## config.mk

```make
export PLATFORM = sky130hd
export DESIGN_NAME = drpc_top
export DESIGN_NICKNAME = d
export VERILOG_FILES = /design/src/rtl/drpc_pkg.sv /design/src/rtl/drpc_top.sv
export SDC_FILE = /design/constraint.sdc
export NUM_CORES = 1
export LEC_CHECK = 0
export ABC_CLOCK_PERIOD_IN_PS = 1700
export BUFFER_PORTS_ARGS = -buffer_cell sky130_fd_sc_hd__buf_4
export CORE_UTILIZATION = 46
export DETAILED_ROUTE_END_ITERATION = 8
export PLACE_DENSITY = 0.8
export SYNTH_ARGS = -nofsm -noshare
export SYNTH_HDL_FRONTEND = slang
export SYNTH_SLANG_ARGS = --single-unit
```

## constraint.sdc

```tcl
create_clock -name clock -period 1.7 [get_ports clock]
set_input_delay 0.085 -clock clock [delete_from_list [all_inputs] [get_ports clock]]
set_output_delay 0.085 -clock clock [all_outputs]
set_load 0.1 [all_outputs]
```

## src/rtl/drpc_pkg.sv

```systemverilog
// Package of constants and types for the dual-core reset and power controller
package drpc_pkg;

  localparam int GPIO_COUNT     = 48;
  localparam int RAM_SECTIONS   = 16;
  localparam int GPIO_SEL_WIDTH = 6;

  // Reset pulse length in ns and its length in 100 MHz cycles
  localparam int CLK_PERIOD_NS    = 10;
  localparam int RST_PULSE_NS     = 100;
  localparam int RST_PULSE_CYCLES = (RST_PULSE_NS + CLK_PERIOD_NS - 1) / CLK_PERIOD_NS;
  localparam int RST_CNT_WIDTH    = 8;

  // Cause codes, reported in the cause register
  localparam logic [3:0] CAUSE_NONE     = 4'h0;
  localparam logic [3:0] CAUSE_POWER_ON = 4'h1;
  localparam logic [3:0] CAUSE_PIN      = 4'h2;
  localparam logic [3:0] CAUSE_BROWNOUT = 4'h3;
  localparam logic [3:0] CAUSE_WAKE     = 4'h4;
  localparam logic [3:0] CAUSE_APP_SOFT = 4'h5;
  localparam logic [3:0] CAUSE_APP_WDOG = 4'h6;
  localparam logic [3:0] CAUSE_NET_SOFT = 4'h7;
  localparam logic [3:0] CAUSE_NET_WDOG = 4'h8;

  typedef enum logic [1:0] {
    PWR_ACTIVE,
    PWR_DEEP_OFF
  } drpc_power_type;

  // Reset requests from the cores
  typedef struct packed {
    logic app_soft;
    logic app_watchdog_timer;
    logic net_soft;
    logic net_watchdog_timer;
  } drpc_core_req_type;

  // Wake sources from deep off
  typedef struct packed {
    logic sensor_event;
    logic nearfield_detect;
    logic bus_supply_input;
  } drpc_wake_type;

  // Power-down configuration from the application core
  typedef struct packed {
    logic                      off_trig_en;
    logic [GPIO_SEL_WIDTH-1:0] off_trig_sel;
    logic [RAM_SECTIONS-1:0]   retain_on;
    logic [RAM_SECTIONS-1:0]   retain_off;
  } drpc_cfg_type;

  // Status to the cores and the rest of the chip
  typedef struct packed {
    logic [3:0]              cause;
    logic                    deep_off;
    logic                    abort_tasks;
    logic                    nvm_save_ok;
    logic [RAM_SECTIONS-1:0] ram_retain;
  } drpc_status_type;

endpackage : drpc_pkg

```

## src/rtl/drpc_top.sv

```systemverilog
// Dual-core reset sequencer, network-core hold-off and deep off control
`timescale 1ns/1ps
module drpc_top #(
  parameter int GPIO_COUNT     = drpc_pkg::GPIO_COUNT,
  parameter int RAM_SECTIONS   = drpc_pkg::RAM_SECTIONS,
  parameter int RST_PULSE_CYCLES = drpc_pkg::RST_PULSE_CYCLES
) (
  input  wire logic                        clock,
  input  wire logic                        arst_n,
  input  wire logic                        supply_good,
  input  wire logic                        brownout,
  input  wire logic                        reset_pin_n,
  input  wire drpc_pkg::drpc_core_req_type core_req,
  input  wire drpc_pkg::drpc_wake_type     wake,
  input  wire logic [GPIO_COUNT-1:0]       gpio_in,
  input  wire logic                        off_request,
  input  wire logic                        net_hold_set,
  input  wire logic                        net_release,
  input  wire drpc_pkg::drpc_cfg_type      cfg,
  output logic                             app_reset_n,
  output logic                             net_reset_n,
  output logic                             net_held_off,
  output logic                             core_power_en,
  output drpc_pkg::drpc_status_type        status
);

  localparam logic [7:0] PULSE_LEN = 8'(RST_PULSE_CYCLES);

  // Reset release through two flops, asserted without the clock
  logic rst_sync1_r;
  logic rst_sync2_r;
  always_ff @(posedge clock or negedge arst_n) begin
    if (!arst_n) begin
      rst_sync1_r <= 1'b0;
      rst_sync2_r <= 1'b0;
    end else begin
      rst_sync1_r <= 1'b1;
      rst_sync2_r <= rst_sync1_r;
    end
  end
  wire rst_n = rst_sync2_r;

  // Reset pin is asserted asynchronously and released through two flops
  logic pin_sync1_r;
  logic pin_sync2_r;
  wire  pin_arst_n = reset_pin_n & arst_n;
  always_ff @(posedge clock or negedge pin_arst_n) begin
    if (!pin_arst_n) begin
      pin_sync1_r <= 1'b0;
      pin_sync2_r <= 1'b0;
    end else begin
      pin_sync1_r <= 1'b1;
      pin_sync2_r <= pin_sync1_r;
    end
  end
  wire pin_low = ~pin_sync2_r;

  function automatic logic [7:0] drpc_count_down(input logic [7:0] value);
    drpc_count_down = (value != 8'h00) ? 8'(value - 8'h01) : 8'h00;
  endfunction

  drpc_pkg::drpc_power_type power_r;
  drpc_pkg::drpc_power_type power_nxt;
  logic [7:0]               app_cnt_r;
  logic [7:0]               app_cnt_nxt;
  logic [7:0]               net_cnt_r;
  logic [7:0]               net_cnt_nxt;
  logic                     hold_r;
  logic                     hold_nxt;
  logic                     por_done_r;
  logic [3:0]               cause_r;
  logic [3:0]               cause_nxt;
  logic                     pin_seen_r;
  logic                     gpio_prev_r;

  // Supply, pin and wake events that reset the whole system
  wire supply_bad  = ~supply_good | brownout;
  wire pin_release = pin_seen_r & ~pin_low;
  wire any_wake    = wake.sensor_event | wake.nearfield_detect
                   | wake.bus_supply_input;
  wire wake_exit   = (power_r == drpc_pkg::PWR_DEEP_OFF) & any_wake;

  // Selected pin, rising edge, starts deep off
  wire gpio_sel    = (cfg.off_trig_sel < GPIO_COUNT) ? gpio_in[cfg.off_trig_sel] : 1'b0;
  wire gpio_trig   = cfg.off_trig_en & gpio_sel & ~gpio_prev_r;
  wire off_enter   = (power_r == drpc_pkg::PWR_ACTIVE)
                   & (gpio_trig | off_request);

  wire app_soft    = core_req.app_soft & (power_r == drpc_pkg::PWR_ACTIVE);
  wire app_wdog    = core_req.app_watchdog_timer & (power_r == drpc_pkg::PWR_ACTIVE);
  wire net_soft    = core_req.net_soft & ~hold_r;
  wire net_wdog    = core_req.net_watchdog_timer & ~hold_r;

  wire sys_event   = supply_bad | pin_low | pin_release | wake_exit;
  wire app_event   = sys_event | app_soft | app_wdog;
  wire net_event   = app_event | net_soft | net_wdog;

  always_comb begin
    power_nxt   = power_r;
    app_cnt_nxt = drpc_count_down(app_cnt_r);
    net_cnt_nxt = drpc_count_down(net_cnt_r);
    hold_nxt    = hold_r;
    cause_nxt   = cause_r;
    if (off_enter) begin
      power_nxt = drpc_pkg::PWR_DEEP_OFF;
    end
    if (wake_exit) begin
      power_nxt = drpc_pkg::PWR_ACTIVE;
      cause_nxt = drpc_pkg::CAUSE_WAKE;
    end
    if (net_hold_set) begin
      hold_nxt = 1'b1;
    end else if (net_release) begin
      hold_nxt = 1'b0;
    end
    if (app_event) begin
      app_cnt_nxt = PULSE_LEN;
      hold_nxt    = 1'b1;
    end
    if (net_event) begin
      net_cnt_nxt = PULSE_LEN;
    end
    if (supply_bad) begin
      power_nxt = drpc_pkg::PWR_ACTIVE;
    end
    case (1'b1)
      supply_bad & ~por_done_r: cause_nxt = drpc_pkg::CAUSE_POWER_ON;
      supply_bad:               cause_nxt = drpc_pkg::CAUSE_BROWNOUT;
      pin_low:                  cause_nxt = drpc_pkg::CAUSE_PIN;
      wake_exit:                cause_nxt = drpc_pkg::CAUSE_WAKE;
      app_wdog:                 cause_nxt = drpc_pkg::CAUSE_APP_WDOG;
      app_soft:                 cause_nxt = drpc_pkg::CAUSE_APP_SOFT;
      net_wdog:                 cause_nxt = drpc_pkg::CAUSE_NET_WDOG;
      net_soft:                 cause_nxt = drpc_pkg::CAUSE_NET_SOFT;
      default:                  cause_nxt = cause_r;
    endcase
  end

  always_ff @(posedge clock or negedge rst_n) begin
    if (!rst_n) begin
      power_r     <= drpc_pkg::PWR_ACTIVE;
      app_cnt_r   <= PULSE_LEN;
      net_cnt_r   <= PULSE_LEN;
      hold_r      <= 1'b1;
      por_done_r  <= 1'b0;
      cause_r     <= drpc_pkg::CAUSE_POWER_ON;
      pin_seen_r  <= 1'b0;
      gpio_prev_r <= 1'b0;
    end else begin
      power_r     <= power_nxt;
      app_cnt_r   <= app_cnt_nxt;
      net_cnt_r   <= net_cnt_nxt;
      hold_r      <= hold_nxt;
      por_done_r  <= por_done_r | supply_good;
      cause_r     <= cause_nxt;
      pin_seen_r  <= pin_low;
      gpio_prev_r <= gpio_sel;
    end
  end

  // Core resets and power enables
  wire deep  = (power_r == drpc_pkg::PWR_DEEP_OFF);
  wire app_r = (app_cnt_r != 8'h00) | supply_bad | pin_low | deep;

  always_ff @(posedge clock or negedge rst_n) begin
    if (!rst_n) begin
      app_reset_n   <= 1'b0;
      net_reset_n   <= 1'b0;
      net_held_off  <= 1'b1;
      core_power_en <= 1'b0;
      status        <= '0;
    end else begin
      app_reset_n   <= ~app_r;
      net_reset_n   <= ~(app_r | hold_nxt | (net_cnt_r != 8'h00));
      net_held_off  <= hold_nxt;
      core_power_en <= ~deep & ~supply_bad;
      status.cause       <= cause_nxt;
      status.deep_off    <= deep;
      status.abort_tasks <= off_enter | deep | supply_bad;
      status.nvm_save_ok <= ~supply_bad & ~deep & ~off_enter;
      status.ram_retain  <= supply_bad ? '0
                          : (deep ? cfg.retain_off : cfg.retain_on);
    end
  end

endmodule // drpc_top

```

# == Word level (Yosys, flattened, before mapping) ==
# Cells that the tools add are included.
# classes
n_addsub,2
reduce_logical,4
n_mux,23
n_bitwise,42
n_lt_le_gt_ge,2
eq_ne,1
# op_table
cell,n
$mux 16,2
$mux 4,8
$mux 8,4
$or 1x1->1,19
$reduce_bool 8->1,2
$sub 8x1->8 const B,2
$and 1x1->1,13
$not 1->1,10
$lt 6x7->1 const B,1
$bmux 1 s6,1
$lt 6x6->1 const B,1
$mux 2,3
$mux 1,5
$reduce_bool 3->1,1
$eq 2x1->1 const B,1
$logic_not 2->1,1
# word_totals
ff_bits,56
out_inout_bits,27
word_cells,94

# == Logic depth before layout (Yosys ltp) ==
# Gate-level depths: netlist of the first run.
# logic_depth
word_depth,11
mapped_depth,8

# == Worst setup path after synthesis of the first run ==
# Ideal clock, no wire load.
# synth_path
path_kind,register -> register
from,"reg, netlist name net_held_off"
to,reg status[19] (netlist bit)
arrival_ps,1410
setup_slack_ps,164
stages_incl_launch_ff,5
path_cell_list,dfstp_2 > nor2b_1 > o21ai_0 > nand2b_1 > a41o_1
# synth_lines
item,line,rtl
to (decl),drpc_top.sv:24,output drpc_pkg::drpc_status_type status

# == Worst setup path after layout of the first run ==
# layout_path
from,reg app_cnt_r[4]
to,reg net_reset_n
# layout_via
elab_chain_cells,7
# layout_lines
item,line,rtl
from (decl),drpc_top.sv:64,logic [7:0] app_cnt_r;
from (signal assigned),drpc_top.sv:151,app_cnt_r <= app_cnt_nxt;
$reduce_bool 8->1,drpc_top.sv:163,wire app_r = (app_cnt_r != 8'h00) | supply_bad | pin_low | deep;
$or 1x1->1 (3 in series),drpc_top.sv:163,
$or 1x1->1 (2 in series),drpc_top.sv:174,net_reset_n <= ~(app_r | hold_nxt | (net_cnt_r != 8'h00));
$not 1->1,drpc_top.sv:174,
to (signal assigned),drpc_top.sv:174,
to (decl),drpc_top.sv:21,"output logic net_reset_n,"
# No other way between the ends.
# A chain may end at the register's enable or synchronous reset.

==> tab_implementation.tex, run 1 <==
\begin{tabular}{lr}
\hline
Metric & Value \\
\hline
\multicolumn{2}{l}{\textbf{Power}} \\
\quad Net switching power figure & 0.000757 W \\
\quad Power density cells & 734 mW/mm2 \\
\quad Int Pwr & 0.00209 W \\
\quad Clock share of power & 31.5\% \\
\quad Switching fraction of total power & 26.6\% \\
\quad Max rail drop VDD & 462 uV \\
\quad Relative contribution of combinational cells to total power & 23.0\% \\
\quad Proportion of power drawn by flip-flops and latches & 45.6\% \\
\quad Leakage power summed over all cells & 1.87 nW \\
\multicolumn{2}{l}{\textbf{Critical path}} \\
\quad Family of cells with the greatest summed delay on the critical path & simple AND/OR/NAND/NOR gates \\
\quad Critical path required time & 1940 ps \\
\quad Critical path buffer and inverter count & 0 \\
\quad Cell with the largest stage delay on the worst path & nor4\_1 \\
\quad Critical path startpoint category & flip-flop \\
\quad Critical setup path kind & flip-flop to flip-flop \\
\quad Critical Path AT & 1830 ps \\
\quad Peak fanout along the critical path & 4 \\
\quad Crit path cell chain & nor4\_1 -> nand3\_1 -> nor3\_1 -> and4\_1 \\
\quad Endpoint kind of the worst setup timing path & flip-flop \\
\quad Crit-path max cell delay & 460 ps \\
\multicolumn{2}{l}{\textbf{Drt}} \\
\quad Total number of vias & 2249 \\
\quad Vias/cell & 5.03 \\
\quad Pre-antenna DRT Iters & 4 \\
\quad Number of nets with antenna violations after routing & 0 \\
\quad Routed wire length per instance & 13.3 um \\
\quad Wire length after detailed routing & 5.93 mm \\
\quad Number of DRC violations after detailed-routing iteration 0 & 83 \\
\quad DRC violation count after routing & 0 \\
\multicolumn{2}{l}{\textbf{Layout}} \\
\quad Area growth from synthesis to layout & 45.4\% \\
\quad Total of fill cells in the finished design & 410 \\
\quad Count of inserted antenna diode cells & 0 \\
\quad Fraction of layout instances using a drive strength above 1 & 42.1\% \\
\quad Commonest cells after routing, fill and taps aside & 134 x buf\_4, 45 x dfrtp\_1, 37 x nor2\_1, 26 x mux2i\_1, 12 x nand2\_1 \\
\quad Total Nets Final & 480 \\
\quad Commonest non-fill, non-tap cell in the layout & buf\_4 \\
\multicolumn{2}{l}{\textbf{Clock network}} \\
\quad CTS Buffer Depth & 2 \\
\quad Clock edge transition at the registers on the reported setup and hold paths & 90 ps \\
\quad Clock sink count & 52 \\
\quad Clock tree from TritonCTS & built \\
\quad Insertion delay to the later sink of the worst-skew pair & 300 ps \\
\quad Number of buffers inserted during clock tree synthesis & 5 \\
\quad CTS Root Buffer Type & clkbuf\_8 \\
\quad Number of setup buffers added after CTS & 0 \\
\quad Clock H-tree levels & 2 \\
\multicolumn{2}{l}{\textbf{Synthesis}} \\
\quad Proportion of synthesized chip area in sequential cells & 49.2\% \\
\quad Number of synthesis warnings & 0 \\
\quad Count of flip-flops with a built-in enable after synthesis & 0 \\
\quad Yosys reg bits & 52 \\
\quad Most frequently used flop master after synthesis & dfrtp\_1 \\
\quad Count of different cell masters after synthesis & 42 \\
\quad Post-Syn Area & 0.00266 mm2 \\
\quad Syn Area/Cell & 11.2 um2 \\
\quad Gate Count Post-Synth & 238 \\
\quad Share of flip-flops with an asynchronous set or reset & 100\% \\
\multicolumn{2}{l}{\textbf{Outcome}} \\
\quad Outcome & completed \\
\multicolumn{2}{l}{\textbf{Placement}} \\
\quad Weighted congestion reported at the end of routability-driven placement & 0.776 \\
\quad Number of input and output port buffers inserted & 128 \\
\quad Post-detailed-placement half-perimeter wirelength & 4.76 mm \\
\multicolumn{2}{l}{\textbf{Global route}} \\
\quad M3 GR Usage & 4.77\% \\
\quad Vias in the first global route & 2240 \\
\quad Aggregate global routing overflow & 0 \\
\quad Overall routing resource usage & 20.2\% \\
\quad GR met1 Demand/Resource & 23.4\% \\
\quad Wire length of the first global-routing pass & 9.60 mm \\
\quad Pin count of the biggest net entering global routing & 40 \\
\quad Global routing usage on met2 & 36.5\% \\
\quad Antenna violations before repair & 0 \\
\quad Gr busiest metal & met2 \\
\multicolumn{2}{l}{\textbf{Hold path}} \\
\quad Hold WC Path Type & input pin to flip-flop \\
\multicolumn{2}{l}{\textbf{Floorplan}} \\
\quad Effective utilization at floorplan & 48.1\% \\
\quad Die Footprint & 0.00610 mm2 \\
\quad Horiz. Die Dim & 78.1 um \\
\quad Vertical die dimension & 78.1 um \\
\quad Cell row count & 27 \\
\quad Std-Cell Core Area & 0.00554 mm2 \\
\quad I/O Pins & 129 \\
\multicolumn{2}{l}{\textbf{STA}} \\
\quad Worst slew slack as a fraction of its limit & 67.4\% \\
\quad Setup repair after global routing missed its margin & no \\
\quad Slew of the pin with the lowest slew margin & 482 ps \\
\quad Number of pins with negative max-slew slack in the final report & 0 \\
\quad Final Hold Slack & 18.1 ps \\
\quad \# setup viols final & 0 \\
\quad Final clock skew & 3.47 ps \\
\quad Minimum period implied by the final worst setup slack & 1590 ps \\
\quad Max Clk Rate & 0.629 GHz \\
\quad Fin Setup TNS & 0 ps \\
\quad Part of the cycle the worst path needs & 93.5\% \\
\quad Hold violation total from the final report & 0 \\
\multicolumn{2}{l}{\textbf{Flow run}} \\
\quad Count of maximum capacitance violations & 0 \\
\hline
\end{tabular}
==> power groups by stage <==
stage	Combinational [W]	Sequential, W	Clock [W]
2_1_floorplan	0.000195	0.00151	0
3_3_place_gp	0.000639	0.00132	0
3_5_place_dp	0.000649	0.00132	0
4_1_cts	0.000657	0.00130	0.000916
5_1_grt	0.000692	0.00130	0.000977
6_report	0.000653	0.00130	0.000894
==> cell type report <==
cell class | count | area, um2 | area share (%)
Inverter | 8 | 30.0 | 0.776
Sequential cell | 52 | 1310 | 33.8
Tap cell | 72 | 90.1 | 2.33
Multi-Input combinational cell | 168 | 1250 | 32.3
Clock inverter | 1 | 30.0 | 0.776
Timing Repair Buffer | 139 | 1070 | 27.5
Clock buffer | 7 | 96.3 | 2.49
==> synthesized netlist by cell type, types with 3 or more instances <==
cell type | n | area share [%]
buf_4 | 3 | 0.85
nor3_1 | 3 | 0.56
clkbuf_1 | 3 | 0.42
and3_1 | 3 | 0.70
nand3_1 | 4 | 0.75
mux4_1 | 6 | 5.9
o2111ai_1 | 3 | 0.99
nand2_1 | 12 | 1.7
mux2i_1 | 26 | 9.8
xor2_1 | 4 | 1.3
xnor2_1 | 6 | 2.0
nand2b_1 | 10 | 2.3
inv_1 | 8 | 1.1
nor4_1 | 4 | 0.94
ha_1 | 4 | 1.9
o21ai_0 | 7 | 1.3
nor2_1 | 37 | 5.2
nor2b_1 | 10 | 2.3
a21oi_1 | 5 | 0.94
dfstp_2 | 6 | 5.9
dfrtp_1 | 46 | 43
==> repair_timing <==
action | 4_1_cts | 5_1_grt
resized for setup | 0 | 0
hold buffers | 4 | 0
endpoints found under the hold margin | 6 | 0
setup endpoints to repair | 0 | 0
==> per-layer routing <==
metal | share of wire [%] | vias up
met4 | 1.4 | 0
met2 | 53 | 58
met5 | 0 | -
met1 | 40 | 1076
li1 | - | 1106
met3 | 4.8 | 9
==> cell families (layout without fill, tap and decap cells) <==
logic type | count (synthesis) | in the layout | synth area share [%]
buf+inv | 19 | 155 | 4.09
mux | 34 | 34 | 17.4
xor+xnor | 10 | 10 | 3.29
fa+ha+maj | 4 | 4 | 1.88
compound gates | 28 | 28 | 7.57
simple gates | 90 | 90 | 16.5
flops | 52 | 52 | 49.2
other cells | 1 | 2 | 0.141
==> worst paths after layout <==
kind | start | end | slack, ps | depth (start not counted)
worst max-delay path | app_cnt_r[4]$_DFF_PN0_ | net_reset_n$_DFF_PN0_ | 110 | 4
worst min-delay path | off_request | status[17]$_DFF_PN0_ | 20 | 3
worst max register to register | app_cnt_r[4]$_DFF_PN0_ | net_reset_n$_DFF_PN0_ | 110 | 4
worst min register to register | rst_n$_DFF_PN0_ | status[0]$_DFF_PN0_ | 130 | 0
max in group asynchronous | rst_n$_DFF_PN0_ | net_held_off$_DFF_PN1_ | 1040 | 1
min in group asynchronous | arst_n | rst_n$_DFF_PN0_ | 100 | 2
==> tightest hold or removal path: cells and delay by family <==
kind	cells	cell delay (ps)
AND/OR/NAND/NOR	2	120
buffers and inverters	1	80
==> metrics by stage <==
step	cells	utilization (%)	worst slack [ps]	total power, W	area, um2
final	447	69.9	110	0.00284	3870
after CTS	447	69.9	122	0.00287	3870
after global routing	447	69.9	11.2	0.00297	3870
after global placement	435	66.9	130	0.00196	3700
after floorplan	239	-	164	0.00170	2670
after detailed placement	435	66.9	97.2	0.00197	3700
==> sequential cells by signal (all words and copies together), names as in the netlist <==
register,cells
por_done_r,1
rst_sync1_r,1
status,22
pin_sync1_r,1
app_cnt_r,8
app_reset_n,1
net_held_off,1
cause_r,2
power_r,1
net_reset_n,1
pin_sync2_r,1
pin_seen_r,1
core_power_en,1
rst_n,1
net_cnt_r,8
gpio_prev_r,1
No activity file was read; power rests on OpenSTA's default activity.
==> inputs of run 2 (changes only) <==
--- a/config.mk
+++ b/config.mk
@@ -7,9 +7,10 @@
 export LEC_CHECK = 0
 export ABC_CLOCK_PERIOD_IN_PS = 1700
 export BUFFER_PORTS_ARGS = -buffer_cell sky130_fd_sc_hd__buf_4
-export CORE_UTILIZATION = 46
+export CORE_UTILIZATION = 48
+export CTS_BUF_LIST = sky130_fd_sc_hd__clkbuf_2 sky130_fd_sc_hd__clkbuf_4 sky130_fd_sc_hd__clkbuf_8
 export DETAILED_ROUTE_END_ITERATION = 8
-export PLACE_DENSITY = 0.8
+export PLACE_DENSITY = 0.83
 export SYNTH_ARGS = -nofsm -noshare
 export SYNTH_HDL_FRONTEND = slang
 export SYNTH_SLANG_ARGS = --single-unit
==> run 2 against run 1 <==
Effect of this change: worst setup slack gained 77 ps; clock power shrank 14%; sequential share of layout area grew 0.13 points; flip-flop and latch count is the same; clock skew grew 3.3 ps; via count grew 1.8%; final cell count shrank 0.45%; sequential power is essentially flat.
==> tab_implementation.tex, run 2 (synthesis results as in run 1) <==
\begin{tabular}{lr}
\hline
Metric & Value \\
\hline
\multicolumn{2}{l}{\textbf{Outcome}} \\
\quad Outcome & completed \\
\multicolumn{2}{l}{\textbf{Layout}} \\
\quad Multi-input gate area in the final layout & 0.00126 mm2 \\
\quad Total Nets Final & 480 \\
\quad Largest register by flop count & status \\
\quad Total of fill cells in the finished design & 351 \\
\quad Count of inserted antenna diode cells & 0 \\
\quad Area growth from synthesis to layout & 44.8\% \\
\quad Fraction of layout instances using a drive strength above 1 & 42.7\% \\
\quad Commonest non-fill, non-tap cell in the layout & buf\_4 \\
\quad Number of standard cells in the layout, taps in and fillers out & 445 \\
\quad Area used by sequential logic in the layout & 0.00131 mm2 \\
\quad Commonest cells after routing, fill and taps aside & 134 x buf\_4, 45 x dfrtp\_1, 37 x nor2\_1, 26 x mux2i\_1, 12 x nand2\_1 \\
\quad Max FFs per register & 22 \\
\quad Largest registers & status x22, app\_cnt\_r x8, net\_cnt\_r x8 \\
\multicolumn{2}{l}{\textbf{Drt}} \\
\quad Wire length after detailed routing & 6.27 mm \\
\quad DRC violation count after routing & 0 \\
\quad Number of nets with antenna violations after routing & 0 \\
\quad Total number of vias & 2290 \\
\quad Routed wire length per instance & 14.1 um \\
\quad Vias/cell & 5.15 \\
\quad Number of DRC violations after detailed-routing iteration 0 & 77 \\
\quad Pre-antenna DRT Iters & 4 \\
\multicolumn{2}{l}{\textbf{Power}} \\
\quad Clock share of power & 28.3\% \\
\quad Switching fraction of total power & 28.2\% \\
\quad Relative contribution of combinational cells to total power & 24.1\% \\
\quad Leakage power summed over all cells & 1.86 nW \\
\quad Proportion of power drawn by flip-flops and latches & 47.7\% \\
\quad Int Pwr & 0.00196 W \\
\quad Power density cells & 706 mW/mm2 \\
\quad Max rail drop VDD & 575 uV \\
\quad Net switching power figure & 0.000769 W \\
\multicolumn{2}{l}{\textbf{Hold path}} \\
\quad Hold WC Path Type & input pin to flip-flop \\
\quad Worst hold start & cfg[18] \\
\multicolumn{2}{l}{\textbf{Floorplan}} \\
\quad Vertical die dimension & 76.5 um \\
\quad Std-Cell Core Area & 0.00524 mm2 \\
\quad Effective utilization at floorplan & 50.8\% \\
\quad I/O Pins & 129 \\
\quad Horiz. Die Dim & 76.5 um \\
\quad Cell row count & 26 \\
\quad Die Footprint & 0.00585 mm2 \\
\multicolumn{2}{l}{\textbf{Global route}} \\
\quad Aggregate global routing overflow & 0 \\
\quad Pin count of the biggest net entering global routing & 35 \\
\quad Antenna violations before repair & 0 \\
\quad Vias in the first global route & 2425 \\
\quad Wire length of the first global-routing pass & 10.4 mm \\
\quad Overall routing resource usage & 22.5\% \\
\multicolumn{2}{l}{\textbf{Clock network}} \\
\quad Clock edge transition at the registers on the reported setup and hold paths & 90 ps \\
\quad Number of setup buffers added after CTS & 0 \\
\quad Clock sink count & 52 \\
\quad CTS Buffer Depth & 2 \\
\quad Clock H-tree levels & 2 \\
\quad Number of buffers inserted during clock tree synthesis & 5 \\
\quad Clock tree from TritonCTS & built \\
\quad Insertion delay to the later sink of the worst-skew pair & 300 ps \\
\quad CTS Root Buffer Type & clkbuf\_8 \\
\multicolumn{2}{l}{\textbf{Critical path}} \\
\quad Critical R2R Launch & power\_r[0]\$\_DFFE\_PN0P\_ \\
\quad Capturing element of the worst setup path & net\_cnt\_r[2]\$\_DFF\_PN0\_ \\
\quad Register-to-register setup slack & 190 ps \\
\quad Critical Path Source & power\_r[0]\$\_DFFE\_PN0P\_ \\
\quad End of the worst register-to-register path & net\_cnt\_r[2]\$\_DFF\_PN0\_ \\
\quad Critical path required time & 1930 ps \\
\quad Critical Path AT & 1740 ps \\
\quad Critical setup path kind & flip-flop to flip-flop \\
\quad Worst Reg-to-Reg Cells & 6 \\
\quad Critical path startpoint category & flip-flop \\
\quad Peak fanout along the critical path & 6 \\
\quad Endpoint kind of the worst setup timing path & flip-flop \\
\multicolumn{2}{l}{\textbf{STA}} \\
\quad Part of the cycle the worst path needs & 89.0\% \\
\quad Hold violation total from the final report & 0 \\
\quad Setup repair after global routing missed its margin & no \\
\quad Max Clk Rate & 0.661 GHz \\
\quad Fin Setup TNS & 0 ps \\
\quad \# setup viols final & 0 \\
\quad Number of pins with negative max-slew slack in the final report & 0 \\
\quad Minimum period implied by the final worst setup slack & 1510 ps \\
\quad Final clock skew & 6.73 ps \\
\multicolumn{2}{l}{\textbf{Placement}} \\
\quad Weighted congestion reported at the end of routability-driven placement & 0.790 \\
\quad Post-placement cell count & 433 \\
\quad Post-detailed-placement half-perimeter wirelength & 5.00 mm \\
\quad Number of input and output port buffers inserted & 128 \\
\multicolumn{2}{l}{\textbf{Flow run}} \\
\quad Count of maximum capacitance violations & 0 \\
\hline
\end{tabular}
[run 2: power groups by stage]
stage / logic [W] / clock network (W) / registers [W]
3_5_place_dp: 0.000650 / 0 / 0.00132
3_3_place_gp: 0.000638 / 0 / 0.00132
4_1_cts: 0.000658 / 0.000789 / 0.00130
2_1_floorplan: 0.000195 / 0 / 0.00151
5_1_grt: 0.000697 / 0.000843 / 0.00130
6_report: 0.000656 / 0.000770 / 0.00130
[run 2: through the flow]
| stage | util, % | total power [W] | cell area [um2] | setup WS, ps | hold WS, ps |
|---|---|---|---|---|---|
| 2_1_floorplan | - | 0.00170 | 2670 | 164 | -211 |
| 3_3_place_gp | 70.7 | 0.00196 | 3700 | 107 | -127 |
| 3_5_place_dp | 70.7 | 0.00197 | 3700 | 33.2 | -127 |
| 4_1_cts | 73.4 | 0.00275 | 3850 | 139 | 13.4 |
| 5_1_grt | 73.6 | 0.00284 | 3860 | 46.7 | 24.2 |
| 6_report | 73.6 | 0.00272 | 3860 | 187 | 16.7 |
[run 2: worst min-delay path by stage]
stage	endpoint	slack (ps)	cells after the start
after floorplan	rst_n$_DFF_PN0_	-210	0
after global placement	rst_sync1_r$_DFF_PN0_	-130	1
after detailed placement	rst_sync1_r$_DFF_PN0_	-130	1
after CTS	status[2]$_DFF_PN0_	10	3
after global routing	status[15]$_DFF_PN0_	20	3
final	status[2]$_DFF_PN0_	20	3
[run 2: what timing repair did]
action / CTS / global route
hold buffers: 4 / 0
setup endpoints to repair: 0 / 5
hold endpoints to repair: 6 / 0
resized for setup: 0 / 2
[run 2: worst max-delay path, stage by stage, from the launching register on]
cell and delay (ps):
dfrtp_1 430, o31ai_1 140, o21ai_2 180, nor3_2 210, o21a_1 180, nand2b_1 160
a21oi_1 150
[run 2: metal layers]
metal,GRT usage [%],part of all wire (%)
met1,25.7,39
met2,40.0,53
met3,4.55,5.1
met4,11.2,3.1
met5,0,0
[run 2: cell type report]
| class | count | area share, % |
|---|---|---|
| timing repair buffer | 139 | 27.6 |
| multi-input combinational | 168 | 32.6 |
| inverter | 8 | 0.779 |
| tap | 70 | 2.27 |
| sequential | 52 | 34.0 |
| clock buffer | 8 | 2.69 |
